--- config.mk ---
export PLATFORM = sky130hd
export DESIGN_NAME = instruction_fetch_pc_pipeline
export DESIGN_NICKNAME = d
export VERILOG_FILES = /design/src/pkg/fetch_pc_pkg.sv /design/src/instruction_fetch_pc_pipeline.sv
export VERILOG_INCLUDE_DIRS = /design/src /design/src/pkg
export SDC_FILE = /design/constraint.sdc
export NUM_CORES = 1
export LEC_CHECK = 0
export ABC_CLOCK_PERIOD_IN_PS = 5300
export BUFFER_PORTS_ARGS = -buffer_cell sky130_fd_sc_hd__buf_2
export CORE_MARGIN = 1.5
export CORE_UTILIZATION = 60
export DETAILED_ROUTE_END_ITERATION = 10
export GPL_ROUTABILITY_DRIVEN = 0
export HOLD_SLACK_MARGIN = 0.02
export PLACE_DENSITY = 0.87
export SKIP_LAST_GASP = 1
export SYNTH_ARGS = -nofsm -noshare
export SYNTH_HDL_FRONTEND = slang
export SYNTH_SLANG_ARGS = --single-unit
--- constraint.sdc ---
create_clock -name pclk -period 5.3 [get_ports pclk]
set_input_delay 0.795 -clock pclk [delete_from_list [all_inputs] [get_ports pclk]]
set_output_delay 0.795 -clock pclk [all_outputs]
set_load 0.01 [all_outputs]
--- src/pkg/fetch_pc_regs.svh ---
`ifndef FETCH_PC_REGS_SVH
`define FETCH_PC_REGS_SVH

// Register byte offsets on the APB slave
`define PC_LOW_OFFSET      12'h000
`define PC_FULL_OFFSET     12'h004
`define FETCH_CTRL_OFFSET  12'h008
`define FETCH_STAT_OFFSET  12'h00c

// Field positions
`define CTRL_RUN_BIT       0
`define STAT_STALL_BIT     0
`define STAT_PHASE_LSB     1

// Reset values
`define PC_RESET_VALUE     14'h0000
`define CTRL_RESET_VALUE   32'h00000001

// Phases per instruction cycle
`define PHASES_PER_CYCLE   4

`endif

--- src/pkg/fetch_pc_pkg.sv ---
package fetch_pc_pkg;

  // Phase sequence, Gray coded along T1..T4
  typedef enum logic [1:0]
  {
    PH_ONE   = 2'b00,
    PH_TWO   = 2'b01,
    PH_THREE = 2'b11,
    PH_FOUR  = 2'b10
  } phase_e;

  // Flow operation reported by the executing instruction at phase four
  typedef enum logic [2:0]
  {
    FLOW_NEXT   = 3'h0,
    FLOW_JUMP   = 3'h1,
    FLOW_CALL   = 3'h2,
    FLOW_RETURN = 3'h3,
    FLOW_SKIP   = 3'h4,
    FLOW_INTR   = 3'h5
  } flow_e;

endpackage

--- src/instruction_fetch_pc_pipeline.sv ---
// Our own choices: the register addresses and the APB interface to the registers.
`timescale 1ns/1ns
`include "fetch_pc_regs.svh"
// Contract
// [RL1] System clock split into four non-overlapping phases; four phases make one cycle.
// [RL2] Counter increments at phase one start; next word fetched in that phase; the code increments at phase one end, after fetching at the old value.
// [RL3] Phases two to four decode and execute the previously fetched word.
// [RL4] Fetch overlaps execution, giving one instruction per cycle when flow is linear; the code fetches in phase one and executes in phases two to four.
// [RL5] Jump, call and other counter changes take two instruction cycles.
// [RL6] Linear instructions advance the counter by exactly one.
// [RL7] Jump, call, interrupt or reset load the target directly into the counter.
// [RL8] Taken skip discards the prefetched word and runs a dummy cycle.
// [RL9] Only the low counter byte is software visible, readable and writable; the code also reads the full counter at PC_FULL_OFFSET.
// [RL10] Low byte write jumps within the current 256-word page.
// [RL11] A low byte write inserts a dummy cycle to prefetch the new word.
// [RL12] Call or interrupt pushes the counter; return restores it from the stack.
// [RL13] Any reset sets the counter to zero and fetch starts there.
// [RL14] Counter width is a parameter of 10 to 14 bits; upper bits not writable.
module instruction_fetch_pc_pipeline
  import fetch_pc_pkg::*;
#(
  parameter int PC_WIDTH     = 14,
  parameter int STACK_DEPTH  = 8,
  parameter int INSTR_WIDTH  = 16
)
(
  // Clock and reset
  input  wire logic                   pclk,
  input  wire logic                   presetn,
  // APB slave
  input  wire logic                   psel,
  input  wire logic                   penable,
  input  wire logic                   pwrite,
  input  wire logic [11:0]            paddr,
  input  wire logic [31:0]            pwdata,
  output logic      [31:0]            prdata,
  output logic                        pready,
  output logic                        pslverr,
  // Program memory
  output logic      [PC_WIDTH-1:0]    pmem_addr,
  output logic                        pmem_rd,
  input  wire logic [INSTR_WIDTH-1:0] pmem_data,
  // Execution unit
  output logic      [INSTR_WIDTH-1:0] exec_instr,
  output logic                        exec_valid,
  input  wire logic [2:0]             exec_flow,
  input  wire logic [PC_WIDTH-1:0]    exec_target,
  input  wire logic                   exec_skip_taken,
  // Phase clocks and stack overflow flag
  output logic                        phase_one_clock,
  output logic                        phase_two_clock,
  output logic                        phase_three_clock,
  output logic                        phase_four_clock,
  output logic                        stack_overflow
);

  localparam int SP_W = $clog2(STACK_DEPTH);

  phase_e                  phase_reg;
  phase_e                  phase_next;
  logic [PC_WIDTH-1:0]     pc_reg;
  logic [PC_WIDTH-1:0]     pc_next;
  logic [INSTR_WIDTH-1:0]  ir_reg;
  logic                    ir_valid_reg;
  logic                    dummy_reg;
  logic                    branch_pend_reg;
  logic [PC_WIDTH-1:0]     branch_tgt_reg;
  logic                    run_reg;
  logic                    pcl_wr_pend_reg;
  logic [7:0]              pcl_wr_val_reg;
  logic [PC_WIDTH-1:0]     stack_mem [STACK_DEPTH];
  logic [SP_W-1:0]         sp_reg;
  logic [SP_W:0]           depth_reg;
  logic                    ovf_reg;
  logic                    wr_en;
  logic                    rd_en;
  logic                    at_phase_four;
  flow_e                   flow;
  logic                    push;
  logic                    pop;
  logic                    load_pc;
  logic [PC_WIDTH-1:0]     load_val;

  // Read data is loaded in the setup cycle so that it already stands
  // at the access edge, where the master takes it with zero wait states
  assign wr_en         = psel && penable && pwrite;
  assign rd_en         = psel && !penable && !pwrite;
  assign pready        = 1'b1;
  assign pslverr       = 1'b0;
  assign at_phase_four = run_reg && (phase_reg == PH_FOUR);
  assign flow          = flow_e'(exec_flow);

  // Phase sequencer; halts at phase one while stopped
  always_comb
  begin
    case (phase_reg)
      PH_ONE:   phase_next = run_reg ? PH_TWO : PH_ONE; // RL1
      PH_TWO:   phase_next = PH_THREE;
      PH_THREE: phase_next = PH_FOUR;
      PH_FOUR:  phase_next = PH_ONE;
      default:  phase_next = PH_ONE;
    endcase
  end

  always_ff @(posedge pclk or negedge presetn)
  begin
    if (!presetn)
      phase_reg <= PH_ONE;
    else
      phase_reg <= phase_next; // RL1
  end

  // One-hot phase outputs cannot overlap by construction
  assign phase_one_clock   = run_reg && (phase_reg == PH_ONE); // RL1
  assign phase_two_clock   = run_reg && (phase_reg == PH_TWO); // RL3
  assign phase_three_clock = run_reg && (phase_reg == PH_THREE); // RL3
  assign phase_four_clock  = at_phase_four; // RL3

  // Instruction word is fetched during phase one at the counter value
  assign pmem_addr = pc_reg; // RL2
  assign pmem_rd   = phase_one_clock; // RL2

  // Latching the word at phase one end holds it for execution in phases two to four
  always_ff @(posedge pclk or negedge presetn)
  begin
    if (!presetn)
    begin
      ir_reg       <= '0;
      ir_valid_reg <= 1'b0;
    end
    else if (phase_one_clock)
    begin
      ir_reg       <= pmem_data; // RL4
      ir_valid_reg <= !dummy_reg && !branch_pend_reg; // RL8
    end
  end

  // Executed word is valid across phases two to four
  assign exec_instr = ir_reg; // RL3
  assign exec_valid = ir_valid_reg && !phase_one_clock; // RL3

  // Stack push and pop on flow events
  assign push = at_phase_four && ir_valid_reg && !branch_pend_reg
                && (flow == FLOW_CALL || flow == FLOW_INTR); // RL12
  assign pop  = at_phase_four && ir_valid_reg && !branch_pend_reg
                && (flow == FLOW_RETURN); // RL12

  // Counter next value: branch completes in the second cycle of the instruction
  always_comb
  begin
    load_pc  = 1'b0;
    load_val = pc_reg;
    if (branch_pend_reg && at_phase_four)
    begin
      load_pc  = 1'b1;
      load_val = branch_tgt_reg; // RL5
    end
    pc_next = load_pc ? load_val : pc_reg;
    if (phase_one_clock)
      pc_next = pc_reg + PC_WIDTH'(1); // RL6
  end

  // Pending branch: first cycle captures the target, the next cycle executes it
  always_ff @(posedge pclk or negedge presetn)
  begin
    if (!presetn)
    begin
      branch_pend_reg <= 1'b0;
      branch_tgt_reg  <= '0;
    end
    else if (at_phase_four)
    begin
      branch_pend_reg <= 1'b0;
      if (!branch_pend_reg && pcl_wr_pend_reg)
      begin
        branch_pend_reg <= 1'b1; // RL11
        branch_tgt_reg  <= {pc_reg[PC_WIDTH-1:8], pcl_wr_val_reg}; // RL10
      end
      else if (!branch_pend_reg && ir_valid_reg)
      begin
        case (flow)
          FLOW_JUMP, FLOW_CALL, FLOW_INTR:
          begin
            branch_pend_reg <= 1'b1; // RL5
            branch_tgt_reg  <= exec_target; // RL7
          end
          FLOW_RETURN:
          begin
            branch_pend_reg <= 1'b1; // RL12
            branch_tgt_reg  <= stack_mem[sp_reg - SP_W'(1)]; // RL12
          end
          default:
          begin
            branch_pend_reg <= 1'b0;
          end
        endcase
      end
    end
  end

  always_ff @(posedge pclk or negedge presetn)
  begin
    if (!presetn)
      pc_reg <= `PC_RESET_VALUE; // RL13
    else
      pc_reg <= pc_next; // RL7
  end

  // Taken skip discards the prefetched word; branch_pend_reg covers the branch bubble
  always_ff @(posedge pclk or negedge presetn)
  begin
    if (!presetn)
      dummy_reg <= 1'b0;
    else if (at_phase_four)
      dummy_reg <= ir_valid_reg && !branch_pend_reg
                   && flow == FLOW_SKIP && exec_skip_taken; // RL8
    else if (phase_one_clock)
      dummy_reg <= dummy_reg;
  end

  // Return address pushed is the already-incremented counter
  always_ff @(posedge pclk or negedge presetn)
  begin
    if (!presetn)
    begin
      sp_reg    <= '0;
      depth_reg <= '0;
      ovf_reg   <= 1'b0;
    end
    else if (push)
    begin
      sp_reg <= (sp_reg == SP_W'(STACK_DEPTH - 1)) ? '0 : sp_reg + SP_W'(1); // RL12
      if (depth_reg == (SP_W+1)'(STACK_DEPTH))
        ovf_reg <= 1'b1;
      else
        depth_reg <= depth_reg + (SP_W+1)'(1);
    end
    else if (pop)
    begin
      sp_reg <= (sp_reg == '0) ? SP_W'(STACK_DEPTH - 1) : sp_reg - SP_W'(1); // RL12
      if (depth_reg != '0)
        depth_reg <= depth_reg - (SP_W+1)'(1);
    end
  end

  // Overflow overwrites the oldest entry by wrapping the pointer
  always_ff @(posedge pclk)
  begin
    if (push)
      stack_mem[sp_reg] <= pc_reg; // RL12
  end

  assign stack_overflow = ovf_reg;

  // Software writes to the low byte are held until the end of the first cycle with no branch pending
  always_ff @(posedge pclk or negedge presetn)
  begin
    if (!presetn)
    begin
      pcl_wr_pend_reg <= 1'b0;
      pcl_wr_val_reg  <= '0;
    end
    else if (wr_en && paddr == `PC_LOW_OFFSET)
    begin
      pcl_wr_pend_reg <= 1'b1; // RL9
      pcl_wr_val_reg  <= pwdata[7:0]; // RL10
    end
    else if (at_phase_four && !branch_pend_reg)
      pcl_wr_pend_reg <= 1'b0; // RL11
  end

  always_ff @(posedge pclk or negedge presetn)
  begin
    if (!presetn)
      run_reg <= 1'(`CTRL_RESET_VALUE >> `CTRL_RUN_BIT);
    else if (wr_en && paddr == `FETCH_CTRL_OFFSET)
      run_reg <= pwdata[`CTRL_RUN_BIT];
  end

  // Read data registered; full counter readable but upper bits never writable
  always_ff @(posedge pclk or negedge presetn)
  begin
    if (!presetn)
      prdata <= '0;
    else if (rd_en)
    begin
      case (paddr)
        `PC_LOW_OFFSET:     prdata <= {24'h000000, pc_reg[7:0]}; // RL9
        `PC_FULL_OFFSET:    prdata <= 32'(pc_reg); // RL14
        `FETCH_CTRL_OFFSET: prdata <= {31'h00000000, run_reg};
        `FETCH_STAT_OFFSET: prdata <= {28'h0000000, ovf_reg, phase_reg, branch_pend_reg};
        default:            prdata <= '0;
      endcase
    end
  end

endmodule

# After elaboration in Yosys (flattened, before gate mapping)
# Memory sizes are Yosys's and may differ from the RTL's.
# Cells that the tools add are included.
# op_classes
addsub,5
mul,0
div_mod_pow,0
magnitude_cmp,0
eq_ne,14
n_shift,0
muxes,25
n_bitwise,0
reduce_logical,45
# op_table
op,n
14-bit 2-to-1 mux,5
14-bit one-hot mux with 4 select lines,1
14-bit one-hot mux with 2 select lines,1
12-bit by 4-bit == test with 1-bit output (second input constant),2
1-bit logical AND,22
4-bit 2-to-1 mux,4
14-bit by 1-bit adder with 14-bit output (second input constant),1
12-bit by 3-bit == test with 1-bit output (second input constant),1
12-bit logical NOT,1
3-bit 2-to-1 mux,4
2-bit nonzero test,6
3-bit == test (second input constant),3
1-bit 2-to-1 mux,9
2-bit one-hot mux with 4 select lines,1
3-bit by 2-bit == test with 1-bit output (second input constant),2
3-bit AND reduction,2
1-bit logical NOT,5
4-bit by 1-bit adder with 4-bit output (second input constant),1
2-bit == test (second input constant),2
4-bit == test (second input constant),1
2-bit AND reduction,2
4-bit nonzero test,1
4-bit OR reduction,1
4-bit by 1-bit subtractor with 4-bit output (second input constant),1
other kinds (10),10
# totals
regBits,99
latch_bits,0
mem_bits_rw,112
romBits,0
output_inout_bits,71
wordCells,104
mem_count,1
# mem_list
memory,depth,width,read_ports,rd_ports_with_merged_regs,wr,line,rtl
stack_mem,8,14,1,0,1,instruction_fetch_pc_pipeline.sv:71,logic [PC_WIDTH-1:0] stack_mem [STACK_DEPTH];

# Longest topological paths before layout
# Gate-level depths: netlist (run 1).
# logic_depth
depth_word,7
depth_mapped,8
depth_no_buf,7

# Worst setup path before layout (run 1)
# OpenSTA, ideal clock, no wires.
# synth_path
path_kind,input -> register
start,input exec_flow[0]
end,"memory stack_mem[4][0], enable pin"
setup_ns,0.427
t_arrival_ns,3.025
required_ns,4.873
path_slack_ns,1.848
cell_stages,4
cell_sequence,nor3b_1 -> o211ai_2 -> buf_2 -> nor4b_1
# synth_between
elab_chain_len,5
# synth_rtl
item,line,rtl
from (decl),instruction_fetch_pc_pipeline.sv:46,"input wire logic [2:0] exec_flow,"
3-bit by 2-bit == test with 1-bit output or 3-bit == test (tied branches),instruction_fetch_pc_pipeline.sv:144,&& (flow == FLOW_CALL || flow == FLOW_INTR);
1-bit logical OR *,instruction_fetch_pc_pipeline.sv:144,
1-bit logical AND *,instruction_fetch_pc_pipeline.sv:144,
1-bit 2-to-1 mux *,instruction_fetch_pc_pipeline.sv:249,if (push)
1-bit 2-to-1 mux (implied by the code) *,instruction_fetch_pc_pipeline.sv:250,stack_mem[sp_reg] <= pc_reg;
to (decl),instruction_fetch_pc_pipeline.sv:71,
# Every way passes the cells marked *; elsewhere a longest branch is shown, timed or not.

# Final worst setup path (run 1)
# layout_path
start,register run_reg
end,output exec_valid
# layout_between
elab_chain_len,3
# layout_rtl
item,line,rtl
from (decl),instruction_fetch_pc_pipeline.sv:68,logic run_reg;
from (signal assigned),instruction_fetch_pc_pipeline.sv:275,run_reg <= 1'(`CTRL_RESET_VALUE >> `CTRL_RUN_BIT);
from (signal assigned),instruction_fetch_pc_pipeline.sv:277,run_reg <= pwdata[`CTRL_RUN_BIT];
1-bit logical AND,instruction_fetch_pc_pipeline.sv:114,assign phase_one_clock = run_reg && (phase_reg == PH_ONE);
1-bit logical NOT,instruction_fetch_pc_pipeline.sv:140,assign exec_valid = ir_valid_reg && !phase_one_clock;
1-bit logical AND,instruction_fetch_pc_pipeline.sv:140,
to (decl),instruction_fetch_pc_pipeline.sv:45,"output logic exec_valid,"
# No other way between the ends.

==> impl.org, run 1 <==
** Critical path
- Required time at the endpoint of the critical path :: 4510 ps
- Maximum fanout encountered on the critical timing path :: 28
- CP Capture Type :: output pin
- The worst setup path is launched from a register.
- The critical path is of the register to output pin type.
- Arrival time reported for the critical path endpoint :: 2260 ps

** Cells and area
- Flip-flop count of the largest register, all copies and words added :: 112
- Once layout is complete, the utilization of the core stands at 0.705.
- Ant. Diodes :: 0
- After the last flow step, the layout net total stands at 814.
- From synthesis to final layout, the design area changed by 14.8%.
- Final non-filler cell total :: 917
- Of the cells placed in the final design, the portion with a size suffix greater than 1 is 0.290.
- Commonest cells after routing, fill and taps aside :: nand2_1 (118), edfxtp_1 (112), buf_2 (108)
- Most common cell after layout, fill and taps aside :: nand2_1
- Largest register by flop count :: stack_mem

** Clock network
- Number of clock buffers inserted by TritonCTS :: 17
- The number of hold buffers added after CTS was 0.
- Total clock sinks :: 193
- The number of gates resized after CTS was 0.
- Worst-Skew Late Latency :: 450 ps
- Clock tree from TritonCTS :: built
- In this run the deepest clock path goes through 2 buffers.
- After clock tree synthesis, the clock-pin slew on the worst setup and hold paths is 70 ps.
- Buffers inserted during post-CTS setup optimization :: 0
- Clock tree synthesis selected as its root buffer the cell clkbuf_16.
- The H-tree was split into 4 levels.

** Logic synthesis
- Flop and latch count out of synthesis :: 193
- A synthesized cell averages 13.8 µm².
- Synthesized area :: 8490 µm²
- Count of synthesis-stage warnings from yosys :: 0
- For this run, the leading register cell type out of synthesis is edfxtp_1.
- Of all flip-flops after synthesis, the portion carrying an async set or reset was 0.420.
- Yosys cell types :: 67
- Share of the yosys chip area belonging to registers :: 0.635
- Synthesis produced 617 cells.
- Counting flops with a built-in enable in the synthesized netlist gives 112.

** STA
- Max-slew violation total from the final report :: 0
- Between clock sinks in the finished design, the worst skew comes to 9.39 ps.
- Worst relative slew slack :: 0.189
- Setup violations remaining at the end of the flow were counted as 0.
- Fin Hold WS :: 472 ps
- The hold violation total from the final report came to 0.
- Share of the clock period used by the worst path :: 0.577
- Setup repair after global routing left no endpoint under its margin.
- Actual slew at the worst max-slew pin :: 1220 ps
- Setup TNS :: 0 ps
- Derived from the worst setup path, the maximum achievable clock frequency is 0.327 GHz.
- Counting I/O delays and the setup requirement, the final critical path takes 3060 ps.

** Pwr
- Worst IR Drop VDD :: 0.237 mV
- Power per unit of standard cell area :: 304 nW/µm²
- Leakage component of the power :: 3.80 nW

** Detailed routing
- Wire length per cell after detailed routing :: 23.2 µm
- In this run, the number of DRC markers left after iteration 0 of detailed routing was 866.
- Vias :: 5,964
- Remaining number of nets flagged by the antenna check after routing :: 0
- The final layout contains routed wiring with a total length of 21.3 mm.
- The first detailed-routing pass took 6 iterations.
- In the routed layout, each cell is associated on average with a via count of 6.50.
- Remaining routing DRC violations :: 0

** Floorplan
- Initial cell density of the core :: 0.614
- Die Footprint :: 14,900 µm²
- IO Count :: 154
- Measured along the x axis, the die boundary spans 122 µm.
- The core region is 13,800 µm².
- Number of placement rows :: 43
- Die Y :: 122 µm

** Run
- MaxCap Viol Count :: 0

** Place
- Detailed placement ended at an HPWL of 13.2 mm.
- In this run the tool buffered the top-level ports with 109 buffer cells.
- Number of instances in the placed design :: 885

** Min path
- Type of the tightest min-delay check :: register to register

** Global route
- Number of antenna violations at the first check in global routing :: 0
- Number of global-route vias before repair :: 5,988
- Grt ovf :: 0
- Total global routing track utilization :: 0.305
- The first global-routing pass estimated 33.0 mm of wire.
- Entering global routing, the biggest net connects 82 pins.

** Outcome
- Run status :: finished clean
-- routing by layer --
metal | track usage | up-vias | wire (µm)
li1 | - | 2497 | -
met1 | 0.386 | 2899 | 7630
met2 | 0.515 | 478 | 10800
met3 | 0.0534 | 90 | 1960
met4 | 0.143 | 0 | 901
met5 | 0 | - | 0
-- layout make-up --
| class | count | area [µm²] |
|---|---|---|
| Sequential cell | 193 | 5390 |
| Fill cell | 832 | 4080 |
| Multi-Input combinational cell | 382 | 2860 |
| Timing Repair Buffer | 122 | 646 |
| Clock buffer | 19 | 443 |
| Tap cell | 180 | 225 |
| Clock inverter | 13 | 150 |
| Inverter | 8 | 31.3 |
-- power breakdown --
part	total (W)	switching, W	internal [W]
clock network	0.00130	0.000580	0.000716
logic	0.0000699	0.0000452	0.0000247
registers	0.00159	0.00000945	0.00159
total	0.00296	0.000635	0.00233
-- cells in the mapped netlist (4+ instances only) --
cell type,count,area (µm²)
o31ai_1,6,45.0
a32oi_1,14,123
nand2_1,118,443
nor4_1,6,37.5
a22o_1,6,52.6
mux2_4,9,135
mux4_2,28,631
buf_4,26,195
nor2b_1,7,43.8
o221ai_1,14,123
buf_2,11,55.1
mux2i_1,15,150
o22ai_1,4,25.0
o21ai_0,17,85.1
nor2_1,21,78.8
nor3_1,11,55.1
a221o_1,4,40.0
ha_1,7,87.6
and3_1,4,25.0
xor2_1,4,35.0
edfxtp_1,112,3360
nand2b_1,5,31.3
dfrtp_1,80,2000
inv_1,7,26.3
a21oi_1,9,45.0
clkbuf_1,13,48.8
nand3_1,7,35.0
-- metrics by stage --
| stage | total power [W] | worst slack [ps] | area, µm² |
|---|---|---|---|
| after detailed placement | 0.00169 | 2410 | 9160 |
| after global placement | 0.00169 | 2490 | 9160 |
| after CTS | 0.00296 | 2280 | 9750 |
| after floorplan | 0.00166 | 1850 | 8560 |
| final | 0.00296 | 2240 | 9750 |
| after global routing | 0.00302 | 2180 | 9750 |
-- worst paths after layout --
kind / from / end / slack (ps) / cells past startpoint
max in group asynchronous: presetn / sp_reg[0]$_DFFE_PN0P_ / 4110 / 1
max reg2reg: sp_reg[1]$_DFFE_PN0P_ / branch_tgt_reg[11]$_DFFE_PN0P_ / 2600 / 5
min: exec_instr[15]$_DFFE_PN0P_ / exec_instr[15]$_DFFE_PN0P_ / 470 / 2
min in group asynchronous: presetn / stack_overflow$_DFFE_PN0P_ / 510 / 1
max: run_reg$_DFFE_PN1P_ / exec_valid / 2240 / 6
min reg2reg: exec_instr[15]$_DFFE_PN0P_ / exec_instr[15]$_DFFE_PN0P_ / 470 / 2
-- critical path, cell delays in order (launching register included) --
cell,delay (ps)
dfstp_2,400
nor2b_2,180
nand2b_1,80
buf_4,300
clkinv_2,330
nor2b_1,320
buf_2,190
-- logic make-up (layout without fill, tap and decap cells) --
group | after synthesis | count (layout) | share of synthesized area
multiplexers | 53 | 53 | 0.109
adder cells (fa/ha/maj) | 7 | 7 | 0.0103
XOR/XNOR | 4 | 4 | 0.00412
other | 2 | 20 | 0.000884
buffers and inverters | 60 | 162 | 0.0417
AND/OR/NAND/NOR | 200 | 200 | 0.111
AO/OA/AOI/OAI | 98 | 98 | 0.0884
flip-flops | 193 | 193 | 0.635
(Power assumes the default switching activity.)
==> run 2, diff against run 1 <==
- ABC_CLOCK_PERIOD_IN_PS: 5300 -> 3200
- CORE_UTILIZATION: 60 -> 56
- PLACE_DENSITY: 0.87 -> 0.82
- clock period: 5.3 -> 3.2 ns (I/O delays scaled with it)
==> run 2 against run 1 <==
Compared with the run above: the run now ends with design-rule violations left; wire length is 8.6% lower; power is 70% higher; clock power rose by 74%; critical endpoint unchanged; largest cell class unchanged.
==> impl.org, run 2 (synthesis gave the netlist of run 1 again) <==
** Outcome
- Run status: complete, but fails checks (was finished clean).
- The final reports fail on design-rule violations.

** Detailed routing
- WL final :: 19.4 mm (was 21.3 mm)
- Ratio of routed vias to standard cells :: 6.21 (was 6.50)
- The routed length on met2 came to 9.38 mm (was 10.8 mm).
- The remaining design rule violation count came to 2 (was 0).
- Number of DRC markers after the initial detailed-route iteration :: 677 (was 866)
- The average routed wire per standard cell is 21.1 µm (was 23.2 µm).
- Top Layer Used :: met4 (unchanged)
- The routed length on met1 is 7.85 mm (was 7.63 mm).
- Vias :: 5,730 (was 5,964)
- The number of search-and-repair iterations in the first detailed-routing pass came to 10 (was 6).
- Remaining number of nets flagged by the antenna check after routing :: 0 (unchanged)
- The total met3 wirelength after detailed routing was 1.67 mm (was 1.96 mm).

** Global route
- The aggregate global routing overflow was 0 (unchanged).
- Number of antenna violations at the first check in global routing :: 0 (unchanged)
- The number of global-route vias before repair came to 5,832 (was 5,988).
- The aggregate global-route resource usage was 0.258 (was 0.305).
- The global-route wire length before repair is 31.0 mm (was 33.0 mm).
- The largest net degree at the start of global routing came to 82 (unchanged).

** Run
- MaxCap Viol Count :: 0 (unchanged)

** Floorplan
- Floorplan core area :: 14,600 µm² (was 13,800 µm²)
- Floorplan die width :: 126 µm (was 122 µm)
- The starting density of the core was 0.580 (was 0.614).
- Die Y :: 126 µm (was 122 µm)
- Die Footprint :: 15,900 µm² (was 14,900 µm²)
- The number of standard-cell rows in the floorplan was 44 (was 43).
- IO Count :: 154 (unchanged)

** Cells and area
- Flip-flop count of the largest register, all copies and words added :: 112 (unchanged)
- Most common cell after layout, fill and taps aside :: nand2_1 (unchanged)
- Ant. Diodes :: 0 (unchanged)
- Largest register by flop count :: stack_mem (unchanged)
- Net count of the finished layout :: 816 (was 814)
- Area Overhead vs Synth :: 15.5% (was 14.8%)
- Commonest cells after routing, fill and taps aside: nand2_1 (118), edfxtp_1 (112), buf_2 (108) (unchanged).
- The number of standard cells in the layout, taps in and fillers out was 923 (was 917).
- The fraction of layout cells with a size suffix above 1 came to 0.294 (was 0.290).

** Place
- The total instance count after detailed placement came to 891 (was 885).
- Input/output buffers :: 109 (unchanged)
- DP Wirelength :: 12.8 mm (was 13.2 mm)

** STA
- The remaining max-slew budget at the tightest pin was 0.302 (was 0.189).
- Max-slew violation total from the final report :: 0 (unchanged)
- Final hold violations :: 0 (unchanged)
- Share of the clock period used by the worst path :: 0.776
- Setup repair after global routing missed its margin :: no (unchanged)
- Setup TNS :: 0 ps (unchanged)
- The worst path needs 2480 ps of the cycle, external delays included.
- Clock skew :: 5.56 ps (was 9.39 ps)
- Setup violators final :: 0 (unchanged)
- Based on the critical path, the design can be clocked at up to 0.403 GHz.
- The slew at the pin with the worst max-slew slack was 1040 ps (was 1220 ps).

** Critical path
- Cells along the critical path :: nor2b_2 > nand2b_1 > clkinv_2 > nor2b_1 > buf_2 (was nor2b_2 > nand2b_1 > buf_4 > clkinv_2 > nor2b_1 > buf_2)
- The worst-path cell with the longest stage delay is dfstp_2 (unchanged).
- Maximum fanout encountered on the critical timing path :: 32 (was 28)
- The endpoint type of the worst setup path was an output pin (unchanged).
- Type of origin of the critical path :: register (unchanged)
- Highest cell delay on the worst timing path :: 580 ps (was 400 ps)
- The critical path required time was 2720 ps (was 4510 ps).
- Arrival time reported for the critical path endpoint :: 2000 ps (was 2260 ps)
- The critical path class was register to output pin (unchanged).

** Clock network
- Clock tree from TritonCTS :: built (unchanged)
- The TritonCTS sink count was 193 (unchanged).
- Number of clock buffers inserted by TritonCTS :: 17 (unchanged)
- The number of H-tree levels came to 4 (unchanged).
- Post-CTS Resized :: 0 (unchanged)
- The insertion delay of the later-clocked pin in the worst-skew pair was 430 ps (was 450 ps).
- Clock Pin Slew Worst Setup and Hold Paths :: 70 ps (about the same)
- The maximum buffer depth of the clock tree came to 2 (unchanged).
- Clock tree root buffer cell :: clkbuf_16 (unchanged)
- The number of buffers inserted to repair setup after CTS is 0 (unchanged).
- The total of hold buffers inserted after clock tree synthesis is 0 (unchanged).

** Pwr
- Worst IR Drop VDD :: 0.343 mV (was 0.237 mV)
- Power per unit of standard cell area :: 512 nW/µm² (was 304 nW/µm²)
- The leakage power total came to 4.07 nW (was 3.80 nW).

** Min path
- Type of the tightest min-delay check :: input pin to asynchronous set/reset pin (was register to register)
-- run 2: cell count changes in the layout (fill, tap and decap cells not counted), sizes merged --
| cell | previous run | this run |
|---|---|---|
| buf | 122 | 124 |
| bufinv | 2 | 4 |
| clkbuf | 19 | 18 |
| clkinv | 4 | 2 |
| clkinvlp | 3 | 4 |
-- run 2: cell type report --
cell class	instances	area, µm²
clock buffers	18	429
repair buffers	124	661
inverters	8	31.3
flip-flops and latches	193	5390
clock inverters	14	204
well taps	184	230
fillers	995	4830
multi-input cells	382	2860
-- run 2: final timing paths --
check	startpoint	to	slack (ps)	cells after the start
max in group asynchronous	presetn	sp_reg[0]$_DFFE_PN0P_	2300	1
setup / recovery	run_reg$_DFFE_PN1P_	exec_valid	720	5
hold reg to reg	exec_instr[3]$_DFFE_PN0P_	exec_instr[3]$_DFFE_PN0P_	470	2
min in group pclk	pmem_data[11]	exec_instr[11]$_DFFE_PN0P_	240	3
setup reg to reg	run_reg$_DFFE_PN1P_	stack_mem[6][5]$_DFFE_PP_	720	5
hold / removal	presetn	exec_instr[15]$_DFFE_PN0P_	200	1
-- run 2: per-stage QoR --
stage,hold WS (ps),setup WS [ps],instance area (µm²),utilization,power (W)
2_1_floorplan,184,52.2,8560,-,0.00275
3_3_place_gp,454,703,9180,0.627,0.00280
3_5_place_dp,457,567,9180,0.627,0.00281
4_1_cts,224,712,9810,0.670,0.00504
5_1_grt,222,598,9810,0.670,0.00515
6_report,203,718,9810,0.670,0.00502
-- run 2: metal layers --
layer  GRT usage  vias to the layer above
met5           0                        -
met4      0.0967                        0
met3      0.0641                       52
met2       0.421                      328
met1       0.338                     2841
li1            -                     2509
-- run 2: power by group --
group,total (W),internal (W),switching [W]
Combinational,0.000115,0.0000409,0.0000737
Clock,0.00226,0.00132,0.000940
Sequential,0.00264,0.00263,0.0000148
Total,0.00502,0.00399,0.00103
-- run 2: worst max-delay path, delay by kind of cell (launching register included) --
kind | cells | cell delay [ps]
buffers and inverters | 2 | 500
DFF | 1 | 580
and+or+nand+nor | 3 | 490
==> run 3, diff against run 2 <==
- ABC_CLOCK_PERIOD_IN_PS: 3200 -> 2100
- CORE_UTILIZATION: 56 -> 50
- PLACE_DENSITY: 0.82 -> 0.78
- clock period: 3.2 -> 2.1 ns (I/O delays scaled with it)
==> run 3 against run 2 <==
Compared with the run above: the run now ends clean; critical path depth up 1; register-to-register slack lost 670 ps; die area rose by 12%; power grew 44%; non-clock buffer count increased by 35; final cell count up 7.7%; critical endpoint is now branch_tgt_reg[7]$_DFFE_PN0P_.
==> impl.org, run 3 (synthesis gave the netlist of run 1 again) <==
** Detailed routing
- Vias :: 5,902 (was 5,730)
- Remaining number of nets flagged by the antenna check after routing :: 0 (unchanged)
- The average routed wire per standard cell was 20.7 µm (was 21.1 µm).
- WL final :: 20.5 mm (was 19.4 mm)
- The initial detailed-routing violation count is 546 (was 677).
- Remaining routing DRC violations :: 0 (was 2)
- Ratio of routed vias to standard cells :: 5.94 (was 6.21)
- The number of search-and-repair iterations in the first detailed-routing pass was 6 (was 10).

** Min path
- Type of the tightest min-delay check :: input pin to register (was input pin to asynchronous set/reset pin)
- Endpoint, Worst Hold :: exec_instr[3]$_DFFE_PN0P_
- Cells on Worst Hold Path :: 3
- In this run the most critical hold path is launched from pmem_data[3].

** Critical path
- Cells along the critical path: inv_1 > ha_1 > buf_12 > mux4_2 > mux2i_1 > a32oi_1 (was nor2b_2 > nand2b_1 > clkinv_2 > nor2b_1 > buf_2).
- The register-to-register setup slack came to 50 ps (was 720 ps).
- The worst-path cell with the longest stage delay was ha_1 (was dfstp_2).
- CP Capture Type :: register (was output pin)
- The critical path arrival was 2330 ps (was 2000 ps).
- The worst flop-to-flop path startpoint is sp_reg[0]$_DFFE_PN0P_ (was run_reg$_DFFE_PN1P_).
- The depth of the most critical reg-to-reg path was 6 (was 5).
- Family of cells with the greatest summed delay on the critical path :: multiplexers (was flip-flops)
- Required time at the endpoint of the critical path :: 2390 ps (was 2720 ps)
- Maximum fanout encountered on the critical timing path :: 28 (was 32)
- Type of origin of the critical path :: register (unchanged)
- WS Path Type :: register to register (was register to output pin)
- The first element of the critical path is sp_reg[0]$_DFFE_PN0P_ (was run_reg$_DFFE_PN1P_).
- The capture point of the worst reg-to-reg path is branch_tgt_reg[7]$_DFFE_PN0P_ (was stack_mem[6][5]$_DFFE_PP_).
- The delay of the slowest cell on the worst path came to 390 ps (was 580 ps).
- Bufs and invs on worst path :: 2 (unchanged)

** Clock network
- Worst-Skew Late Latency :: 440 ps (was 430 ps)
- The number of buffers created by CTS is 17 (unchanged).
- The buffer type at the clock tree root was clkbuf_16 (unchanged).
- Count of H-tree levels built during CTS :: 4 (unchanged)
- Clock tree from TritonCTS :: built (unchanged)
- The post-CTS clock slew at the launch and capture registers of the worst setup and hold paths came to 70 ps (about the same).
- The TritonCTS sink count came to 193 (unchanged).
- The maximum buffer depth of the clock tree came to 2 (unchanged).

** Global route
- Largest net degree at the start of global routing :: 49 (was 82)
- Number of antenna violations at the first check in global routing :: 0 (unchanged)
- The aggregate global routing overflow is 0 (unchanged).
- Number of global-route vias before repair :: 5,877 (was 5,832)
- Met2 layer usage reported by global route :: 0.403 (was 0.421)
- The met3 demand-to-capacity share in global routing was 0.0559 (was 0.0641).
- The aggregate global-route resource usage is 0.241 (was 0.258).
- Wire length of the first global-routing pass :: 32.3 mm (was 31.0 mm)
- Met1 capacity usage during global routing :: 0.309 (was 0.338)
- The peak-usage layer in the global routing report is met2 (unchanged).

** Pwr
- Leakage component of the power :: 4.01 nW (was 4.07 nW)
- Power per unit of standard cell area :: 708 nW/µm² (was 512 nW/µm²)
- Worst IR Drop VDD :: 0.556 mV (was 0.343 mV)
- The final total power was 0.00723 W (was 0.00502 W).

** STA
- The slew at the pin with the worst max-slew slack came to 728 ps (was 1040 ps).
- Final critical delay including setup and external delays :: 2050 ps
- Dividing the final minimum period by the clock period gives 0.975.
- Maximum clock rate :: 0.488 GHz
- The remaining max-slew budget at the tightest pin is 0.513 (was 0.302).
- Clock skew :: 12.3 ps (was 5.56 ps)
- The final max-slew violation count was 0 (unchanged).
- Setup violators final :: 0 (unchanged)
- The hold violation total from the final report came to 0 (unchanged).

** Floorplan
- The die height is 133 µm (was 126 µm).
- The number of standard-cell rows in the floorplan came to 47 (was 44).
- The die outline area is 17,800 µm² (was 15,900 µm²).
- The count of pins on the block boundary was 154 (unchanged).
- Floorplan die width :: 133 µm (was 126 µm)
- The area inside the core boundary is 16,600 µm² (was 14,600 µm²).
- The starting density of the core came to 0.512 (was 0.580).

** Cells and area
- Largest register by flop count :: stack_mem (unchanged)
- The layout overhead on the synthesized area is 20.3% (was 15.5%).
- Flip-flop count of the largest register, all copies and words added :: 112 (unchanged)
- Most common cell after layout, fill and taps aside :: nand2_1 (unchanged)
- Filler Cell Count :: 1,243 (was 995)
- The fraction of layout cells with a size suffix above 1 came to 0.331 (was 0.294).
- Ant. Diodes :: 0 (unchanged)
- Commonest cells after routing, fill and taps aside: nand2_1 (118), edfxtp_1 (112), buf_2 (108) (unchanged).
- The end-of-flow core utilization was 0.616 (was 0.670).
- Net count of the finished layout :: 851 (was 816)

** Place
- The HPWL after detailed placement is 13.8 mm (was 12.8 mm).
- The count of buffers from port buffering was 109 (unchanged).

** Outcome
- Run status :: finished clean (was complete, but fails checks)

** Run
- MaxCap Viol Count :: 0 (unchanged)
run 3: cell types whose count changed in the layout (fill, tap and decap cells not counted), sizes merged, moves of 4 or more:
cell      delta
buf         +34
bufinv       -4
clkinv       +6
clkinvlp     -4
run 3: report_power, final:
part | switching (W) | leakage (nW) | internal, W
combinational | 0.000128 | 1.72 | 0.0000744
clock | 0.00144 | 0.274 | 0.00157
sequential | 0.0000124 | 2.01 | 0.00400
run 3: layout make-up:
class	count	area (µm²)	area share
Timing Repair Buffer	159	1040	0.102
Inverter	8	35.0	0.00343
Multi-Input combinational cell	382	2930	0.287
Clock inverter	13	103	0.0100
Sequential cell	193	5390	0.528
Tap cell	220	275	0.0269
Clock buffer	19	443	0.0434
run 3: per-layer routing:
metal  wire length, µm  up-vias  part of all wire
met5                 0        -                 0
met2             10300      341              0.50
met3              1740       57             0.085
met1              7930     2924              0.39
li1                  -     2580                 -
met4               570        0             0.028
run 3: metrics by stage:
stage               setup WS [ps]  hold slack (ps)  area [µm²]  setup TNS (ps)  std cells
global placement              124              293        9560               0        956
CTS                          25.4             55.6       10100               0        990
finish                       51.8             65.9       10200               0        994
detailed placement           64.3              297        9560               0        956
floorplan                    -236             19.4        8640          -16360        635
global route                -14.9             61.8       10200           -29.0        994
run 3: how the worst max path moves through the flow:
stage,to,depth (start not counted)
4_1_cts,branch_tgt_reg[10]$_DFFE_PN0P_,6
2_1_floorplan,stack_mem[0][0]$_DFFE_PP_,4
3_5_place_dp,branch_tgt_reg[5]$_DFFE_PN0P_,6
5_1_grt,pmem_addr[6]$_DFFE_PN0P_,5
3_3_place_gp,stack_mem[6][5]$_DFFE_PP_,7
6_report,branch_tgt_reg[7]$_DFFE_PN0P_,6
run 3: worst reg2reg max path: stages (launching register included):
cell and delay [ps]:
dfrtp_2 380, inv_1 60, ha_1 390, buf_12 240, mux4_2 350, mux2i_1 270
a32oi_1 200
run 3: timing repair:
item,CTS,global route
resized for setup,5,7
endpoints found under the hold margin,32,0
hold buffers,1,0
setup buffers,1,4
endpoints found under the setup margin,3,5
